## src/rtl/imf_defs.vh

```
// Functional notes
// Set mask bit lets source drive interrupt
// Status flags record events regardless of mask
// Mask bits 31, 25, 24 read/write, reset zero
// Mask bits 23, 21, 20 reset zero
// Mask bits 19, 18, 17 reset zero
// Mask bits 16, 15, 14, 13
// Mask bits 10, 9, 8, 7, 6
// Mask bits 4, 3, 2-0 reset zero
// Unused mask bits read zero, ignore writes
// Fixed byte-order pattern register, read only
// Tx space event when blocks exceed threshold
// Tx status level event above threshold
// Rx status level event above threshold
// Pad read end to alignment boundary
// Alignment code: 4, 16, 32 bytes
// Host keeps alignment during packet read
// Countdown decrements per dword read, raises event
// Writing countdown replaces running count
// Self-clearing flush resets data/status pointers
// Lead offset 0-31 bytes before data
// Host changes low offset bits only halted
// Upper offset bits apply next dword read
// Interrupt asserted while flag and mask set
`ifndef IMF_DEFS_VH
`define IMF_DEFS_VH
`define IMF_OFS_MASK      12'h05C
`define IMF_OFS_PROBE     12'h064
`define IMF_OFS_LEVELS    12'h068
`define IMF_OFS_RXCFG     12'h06C
`define IMF_OFS_STATUS    12'h058
`define IMF_MASK_WMASK    32'h83BFE7DF
`define IMF_PROBE_VALUE   32'h87654321
`define IMF_LEVELS_WMASK  32'hFFFF00FF
`define IMF_LEVELS_RESET  32'h48000000
`define IMF_RXCFG_WMASK   32'hCFFF1F00
`define IMF_TXSPACE_BIT   9
`define IMF_TXSTAT_BIT    7
`define IMF_RXSTAT_BIT    3
`define IMF_RXDMA_BIT     20
`define IMF_FLUSH_BIT     15
`define IMF_ALIGN_4       2'h0
`define IMF_ALIGN_16      2'h1
`define IMF_ALIGN_32      2'h2
`endif

```

## src/rtl/imf_regs.v

```verilog
// Design decision made here: register access over APB.
`timescale 1ns/100ps
`include "imf_defs.vh"
module imf_regs #(
	parameter DW = 8
) (
	// Clock and reset
	input  wire          pclk,
	input  wire          presetn,
	// APB
	input  wire          psel,
	input  wire          penable,
	input  wire          pwrite,
	input  wire [11:0]   paddr,
	input  wire [31:0]   pwdata,
	output reg  [31:0]   prdata,
	output reg           pready,
	output reg           pslverr,
	// Interrupt sources
	input  wire [31:0]   src_events,
	input  wire [DW-1:0] tx_free_blocks,
	input  wire [DW-1:0] tx_status_used,
	input  wire [DW-1:0] rx_status_used,
	// Receive data path
	input  wire          rx_rd_dword,
	input  wire          rx_pkt_last,
	output reg           rx_pad_dword,
	output reg  [1:0]    rx_byte_shift,
	output reg  [2:0]    rx_dword_skip,
	output reg           rx_flush,
	// Interrupt
	output reg           irq
);
	reg  [31:0] mask_r;
	reg  [31:0] status_r;
	reg  [31:0] levels_r;
	reg  [31:0] rxcfg_r;
	reg  [11:0] cnt_r;
	reg         cnt_run_r;
	reg  [31:0] rdata_nxt;
	reg  [31:0] set_nxt;
	wire        wr;
	wire        rd;
	wire        sel_ok;
	wire        tx_sp_above;
	wire        tx_st_above;
	wire        rx_st_above;
	wire        pad_w;
	wire [1:0]  shift_w;
	wire [2:0]  skip_w;
	wire        dma_done;

	assign wr = psel && penable && pwrite;
	assign rd = psel && penable && !pwrite;
	assign sel_ok = (paddr == `IMF_OFS_MASK) || (paddr == `IMF_OFS_PROBE) ||
		(paddr == `IMF_OFS_LEVELS) || (paddr == `IMF_OFS_RXCFG) ||
		(paddr == `IMF_OFS_STATUS);
	assign dma_done = rx_rd_dword && cnt_run_r && (cnt_r == 12'h001) &&
		!(wr && pready && (paddr == `IMF_OFS_RXCFG));

	imf_level_cmp #(.W(DW)) u_txsp (
		.pclk      (pclk),
		.presetn   (presetn),
		.level     (tx_free_blocks),
		.threshold (levels_r[31:24]),
		.above     (tx_sp_above)
	);
	imf_level_cmp #(.W(DW)) u_txst (
		.pclk      (pclk),
		.presetn   (presetn),
		.level     (tx_status_used),
		.threshold (levels_r[23:16]),
		.above     (tx_st_above)
	);
	imf_level_cmp #(.W(DW)) u_rxst (
		.pclk      (pclk),
		.presetn   (presetn),
		.level     (rx_status_used),
		.threshold (levels_r[7:0]),
		.above     (rx_st_above)
	);
	imf_rx_reader u_rd (
		.pclk        (pclk),
		.presetn     (presetn),
		.align       (rxcfg_r[31:30]),
		.lead_offset (rxcfg_r[12:8]),
		.flush       (rx_flush),
		.rd_dword    (rx_rd_dword),
		.pkt_last    (rx_pkt_last),
		.pad_dword   (pad_w),
		.byte_shift  (shift_w),
		.dword_skip  (skip_w),
		.pos_r       ()
	);

	// Event set vector
	always @* begin
		set_nxt = src_events & `IMF_MASK_WMASK;
		set_nxt[`IMF_TXSPACE_BIT] = set_nxt[`IMF_TXSPACE_BIT] | tx_sp_above;
		set_nxt[`IMF_TXSTAT_BIT]  = set_nxt[`IMF_TXSTAT_BIT] | tx_st_above;
		set_nxt[`IMF_RXSTAT_BIT]  = set_nxt[`IMF_RXSTAT_BIT] | rx_st_above;
		set_nxt[`IMF_RXDMA_BIT]   = set_nxt[`IMF_RXDMA_BIT] | dma_done;
	end

	// Read mux
	always @* begin
		case (paddr)
		`IMF_OFS_MASK:   rdata_nxt = mask_r;
		`IMF_OFS_PROBE:  rdata_nxt = `IMF_PROBE_VALUE;
		`IMF_OFS_LEVELS: rdata_nxt = levels_r;
		`IMF_OFS_RXCFG:  rdata_nxt = {rxcfg_r[31:28], cnt_r, rxcfg_r[15:0]};
		`IMF_OFS_STATUS: rdata_nxt = status_r;
		default:         rdata_nxt = 32'h00000000;
		endcase
	end

	always @(posedge pclk or negedge presetn) begin
		if (!presetn) begin
			mask_r        <= 32'h00000000;
			status_r      <= 32'h00000000;
			levels_r      <= `IMF_LEVELS_RESET;
			rxcfg_r       <= 32'h00000000;
			cnt_r         <= 12'h000;
			cnt_run_r     <= 1'b0;
			prdata        <= 32'h00000000;
			pready        <= 1'b0;
			pslverr       <= 1'b0;
			rx_flush      <= 1'b0;
			rx_pad_dword  <= 1'b0;
			rx_byte_shift <= 2'h0;
			rx_dword_skip <= 3'h0;
			irq           <= 1'b0;
		end else begin
			pready  <= psel && !penable;
			pslverr <= psel && !penable && !sel_ok;
			if (psel && !penable && !pwrite)
				prdata <= rdata_nxt;
			rx_flush <= 1'b0;
			if (wr && pready && paddr == `IMF_OFS_MASK)
				mask_r <= pwdata & `IMF_MASK_WMASK;
			if (wr && pready && paddr == `IMF_OFS_LEVELS)
				levels_r <= pwdata & `IMF_LEVELS_WMASK;
			if (wr && pready && paddr == `IMF_OFS_RXCFG) begin
				rxcfg_r <= pwdata & `IMF_RXCFG_WMASK & 32'hFFFF7FFF;
				rx_flush <= pwdata[`IMF_FLUSH_BIT];
			end
			// Countdown: write replaces running count
			if (wr && pready && paddr == `IMF_OFS_RXCFG) begin
				cnt_r     <= pwdata[27:16];
				cnt_run_r <= (pwdata[27:16] != 12'h000);
			end else if (rx_rd_dword && cnt_run_r) begin
				cnt_r <= cnt_r - 12'h001;
				if (cnt_r == 12'h001)
					cnt_run_r <= 1'b0;
			end
			// Sticky status, set wins over write-one clear
			if (wr && pready && paddr == `IMF_OFS_STATUS)
				status_r <= (status_r & ~pwdata) | set_nxt;
			else
				status_r <= status_r | set_nxt;
			irq <= |(status_r & mask_r);
			rx_pad_dword  <= pad_w;
			rx_byte_shift <= shift_w;
			rx_dword_skip <= skip_w;
		end
	end
endmodule // imf_regs

```

## src/rtl/imf_level_cmp.v

```verilog
`timescale 1ns/100ps
module imf_level_cmp #(
	parameter W = 8
) (
	// Clock and reset
	input  wire         pclk,
	input  wire         presetn,
	// Compare
	input  wire [W-1:0] level,
	input  wire [W-1:0] threshold,
	output reg          above
);
	always @(posedge pclk or negedge presetn) begin
		if (!presetn)
			above <= 1'b0;
		else
			above <= (level > threshold);
	end
endmodule // imf_level_cmp

```

## src/rtl/imf_rx_reader.v

```verilog
`timescale 1ns/100ps
`include "imf_defs.vh"
module imf_rx_reader (
	// Clock and reset
	input  wire        pclk,
	input  wire        presetn,
	// Configuration
	input  wire [1:0]  align,
	input  wire [4:0]  lead_offset,
	input  wire        flush,
	// Host data reads
	input  wire        rd_dword,
	input  wire        pkt_last,
	output reg         pad_dword,
	output reg  [1:0]  byte_shift,
	output reg  [2:0]  dword_skip,
	output reg  [2:0]  pos_r
);
	reg [2:0] pad_left_r;
	reg [2:0] span;
	always @* begin
		case (align)
		`IMF_ALIGN_16: span = 3'h3;
		`IMF_ALIGN_32: span = 3'h7;
		default:       span = 3'h0;
		endcase
	end
	always @(posedge pclk or negedge presetn) begin
		if (!presetn) begin
			pos_r      <= 3'h0;
			pad_left_r <= 3'h0;
			pad_dword  <= 1'b0;
			byte_shift <= 2'h0;
			dword_skip <= 3'h0;
		end else begin
			byte_shift <= lead_offset[1:0];
			if (rd_dword)
				dword_skip <= lead_offset[4:2];
			pad_dword <= (pad_left_r != 3'h0);
			if (flush) begin
				pos_r      <= 3'h0;
				pad_left_r <= 3'h0;
			end else if (pad_left_r != 3'h0) begin
				pad_left_r <= pad_left_r - 3'h1;
			end else if (rd_dword) begin
				pos_r <= (pos_r + 3'h1) & span;
				if (pkt_last) begin
					pad_left_r <= (~pos_r) & span;
					pos_r      <= 3'h0;
				end
			end
		end
	end
endmodule // imf_rx_reader

```

## config.mk

```make
export PLATFORM = sky130hd
export DESIGN_NAME = imf_regs
export DESIGN_NICKNAME = d
export VERILOG_FILES = /design/src/rtl/imf_regs.v /design/src/rtl/imf_level_cmp.v /design/src/rtl/imf_rx_reader.v
export VERILOG_INCLUDE_DIRS = /design/src /design/src/rtl
export SDC_FILE = /design/constraint.sdc
export NUM_CORES = 1
export LEC_CHECK = 0
export BUFFER_PORTS_ARGS = -buffer_cell sky130_fd_sc_hd__buf_2
export CAP_MARGIN = 20
export CORE_MARGIN = 4
export CORE_UTILIZATION = 35
export DETAILED_ROUTE_END_ITERATION = 8
export GPL_TIMING_DRIVEN = 1
export PLACE_DENSITY = 0.66
export SLEW_MARGIN = 10
export SYNTH_ARGS = -nofsm -noshare
export SYNTH_HDL_FRONTEND = slang
export SYNTH_SLANG_ARGS = --single-unit
```

## constraint.sdc

```tcl
create_clock -name pclk -period 1.65 [get_ports pclk]
set_input_delay 0.33 -clock pclk [delete_from_list [all_inputs] [get_ports pclk]]
set_output_delay 0.33 -clock pclk [all_outputs]
set_load 0.05 [all_outputs]
```

==> results.json <==
{
  "end_kind": "register",
  "worstMarginPinSlew_ps": 461,
  "cts-root-buf": "clkbuf_16",
  "yosysWarnings": 0,
  "clock_latency_ps": 430,
  "drt_iter0_drc": 534,
  "ys_seq_area_share_pct": 52.8,
  "synth_cell_types": 61,
  "finalNonFillerCells": 1197,
  "rsz0062_at_grt": "true",
  "cts.sinks": 156,
  "setup_viol": 17,
  "syn-cell-area_um2": 7400,
  "cts_buffer_depth": 2,
  "cp.required_ps": 1940,
  "synth_nets": 840,
  "avgRoutedWirePerCell_um": 19.5,
  "slowest_stage": "dfrtp_1",
  "failed_checks": "setup timing",
  "cts_buffers": 17,
  "report.final.slew_viol_count": 0,
  "yosysMostFrequentCell": "dfrtp_1",
  "core_area_um2": 20500,
  "grt_pass1_vias": 6277,
  "netlist_instances": 703,
  "dieHeight_um": 153,
  "start_kind": "register",
  "path_clk_slew_ps": 60,
  "grt_max_degree": 41,
  "irDropWorstVdd_mv": 0.555,
  "n_antenna_cell": 0,
  "dp.cells": 1152,
  "dp_hpwl_um": 17400,
  "cp_data_arrival_time_ps": 1980,
  "ioPinCount": 149,
  "hold_path.class": "input port to register",
  "avgSynthCellArea_um2": 10.5,
  "yosysTopAreaCell": "dfrtp_1",
  "h-tree-depth": 4,
  "hold_violations": 0,
  "drive_gt1_share_pct": 35.6,
  "dieArea_um2": 23500,
  "maxCapViolations": 0,
  "hold_start": "src_events[2]",
  "gp_congestion": 0.864,
  "grtUsageTotal_pct": 19.2,
  "finalCritPeriodShare_pct": 103,
  "area_delta_synth_final_pct": 34.7,
  "critPathKind": "register to register",
  "ys_ff_latch": 156,
  "relSlewSlack_pct": 69.1,
  "io_buffers": 139,
  "routed_wl_um": 23400,
  "synth.area.top_cells": "dfrtp_1, mux2_2, ha_1",
  "ys.flop_type": "dfrtp_1",
  "clock_skew_ps": 7.59,
  "fp.dieW_um": 153,
  "timing.critical_path.cells": "inv_2 > ha_4 > a21o_1 > a221o_1 > a221oi_2 > a31oi_2",
  "cts_tree": "done",
  "critPathLaunch": "levels_r[18]",
  "antenna_left": 0,
  "yosysTopAreaCellShare_pct": 52.1,
  "rows": 52,
  "multi_input_area_um2": 3470,
  "worst_slack_ps": -43.6,
  "antenna_found_initial": 0,
  "drc": 0,
  "outcome": "finished with violations",
  "async_flop_share_pct": 100,
  "initial_utilization_pct": 36.1,
  "register_area_um2": 3910,
  "period_needed_ps": 1690,
  "fmax_mhz": 590,
  "power_density_nw_per_um2": 862,
  "vias": 6295,
  "dr.pass1.iters": 5,
  "p_total_mw": 8.58,
  "r2r_start": "levels_r[18]",
  "nFillCells": 1857,
  "critPathMaxFanout": 2,
  "p_leak_nw": 4.74,
  "final_util_pct": 48.6,
  "synth-edff-count": 0,
  "grt_overflow": 0,
  "synthTopCellsByCount": "dfrtp_1, nand2_1, o21ai_0",
  "final_nets": 1051,
  "routed_via_density": 5.26,
  "max_stage_delay_ps": 390,
  "setup_tns_ps": -278,
  "grt_pass1_wl_um": 35300
}
==> layout make-up <==
| cell class | count | share of cell area, % |
|---|---|---|
| flip-flops and latches | 156 | 39.2 |
| multi-input cells | 481 | 34.9 |
| repair buffers | 224 | 15.5 |
| clock buffers | 22 | 4.56 |
| well taps | 270 | 3.39 |
| inverters | 34 | 1.28 |
| clock inverters | 10 | 1.18 |
==> placed cells by master, fill, tap and decap left out, types with 3 or more instances in the layout <==
| master | netlist | final |
|---|---|---|
| xor2_1 | 3 | 3 |
| o21ai_0 | 57 | 13 |
| nand2b_1 | 6 | 6 |
| a21o_1 | 25 | 25 |
| a22o_1 | 4 | 4 |
| nor3_1 | 8 | 7 |
| xnor2_1 | 7 | 7 |
| a211o_1 | 5 | 5 |
| ha_1 | 30 | 26 |
| nor4_1 | 7 | 5 |
| inv_2 | 0 | 3 |
| dfrtp_1 | 154 | 152 |
| mux2i_1 | 5 | 5 |
| clkbuf_16 | 0 | 19 |
| a22oi_1 | 29 | 29 |
| buf_4 | 4 | 64 |
| clkinvlp_4 | 0 | 4 |
| nor2_1 | 37 | 36 |
| nand4_1 | 5 | 5 |
| o21ai_1 | 6 | 49 |
| ha_4 | 0 | 4 |
| mux2_2 | 37 | 10 |
| nor2b_1 | 8 | 7 |
| a21oi_1 | 28 | 27 |
| nand2_2 | 0 | 7 |
| buf_2 | 11 | 138 |
| a21boi_1 | 0 | 9 |
| clkbuf_1 | 13 | 4 |
| buf_6 | 2 | 8 |
| o31ai_1 | 6 | 5 |
| nand3_1 | 6 | 6 |
| nor3_4 | 3 | 4 |
| inv_1 | 34 | 31 |
| buf_12 | 0 | 9 |
| nand2_1 | 97 | 90 |
| mux2_4 | 0 | 27 |
| a221oi_1 | 8 | 7 |
| a211oi_1 | 9 | 9 |
==> power breakdown <==
group | internal, mW | switching, mW
Clock | 2.26 | 1.54
Sequential | 3.91 | 0.0478
Combinational | 0.331 | 0.499
Total | 6.50 | 2.08
==> worst max-delay path, delay by kind of cell (launching register included) <==
family / cells / cell delay, ps
adder cells (fa/ha/maj): 1 / 200
buffers and inverters: 1 / 90
AO/OA/AOI/OAI: 4 / 880
flip-flops: 1 / 390
==> flip-flops by register name, indices dropped and copies added (netlist names) <==
| name | count |
|---|---|
| cnt_r | 12 |
| cnt_run_r | 1 |
| irq | 1 |
| levels_r | 24 |
| mask_r | 23 |
| prdata | 32 |
| pready | 1 |
| pslverr | 1 |
| rx_byte_shift | 2 |
| rx_dword_skip | 3 |
| rx_flush | 1 |
| rx_pad_dword | 1 |
| rxcfg_r | 7 |
| status_r | 32 |
| u_rd.byte_shift | 2 |
| u_rd.dword_skip | 3 |
| u_rd.pad_dword | 1 |
| u_rd.pad_left_r | 3 |
| u_rd.pos_r | 3 |
| u_rxst.above | 1 |
| u_txsp.above | 1 |
| u_txst.above | 1 |
==> repair_timing <==
action                                 4_1_cts  5_1_grt
hold buffers                                 1        0
setup buffers                                3        7
setup endpoints to repair                   16       41
gates cloned                                 0        2
pin swaps                                    8        8
endpoints found under the hold margin       32        0
resized for setup                           21       51
==> routing by layer <==
metal	share of wire, %	track usage (%)	wire (µm)
met5	0	0	0
met4	2.5	6.48	595
met3	6.7	4.41	1570
met2	45	28.6	10400
met1	46	27.8	10800
==> logic make-up after synthesis <==
kind of cell	after synthesis	synth area share, %
xor gates and xnor gates	10	1.18
AOI/OAI and AO/OA	202	17.9
muxes	42	6.31
and+or+nand+nor	197	12.8
buffers and inverters	66	3.96
adders and majority gates	30	5.07
DFF	156	52.8
==> metrics by stage <==
stage	area (µm²)	worst slack (ps)	hold WS, ps
detailed placement	8950	-428	276
global route	9960	-119	77.1
finish	9960	-43.6	86.5
CTS	9650	-91.2	72.6
floorplan	7500	-296	34.4
global placement	8950	-397	276
==> final timing paths <==
kind                           endpoint  slack [ps]  cells after the start
hold reg to reg            rx_pad_dword         350                      0
hold / removal              status_r[2]          90                      2
setup reg to reg           u_txst.above         -40                      6
max in group asynchronous      cnt_r[1]         650                      3
min in group asynchronous     prdata[0]         380                      2
setup / recovery           u_txst.above         -40                      6
(Power assumes the default switching activity.)
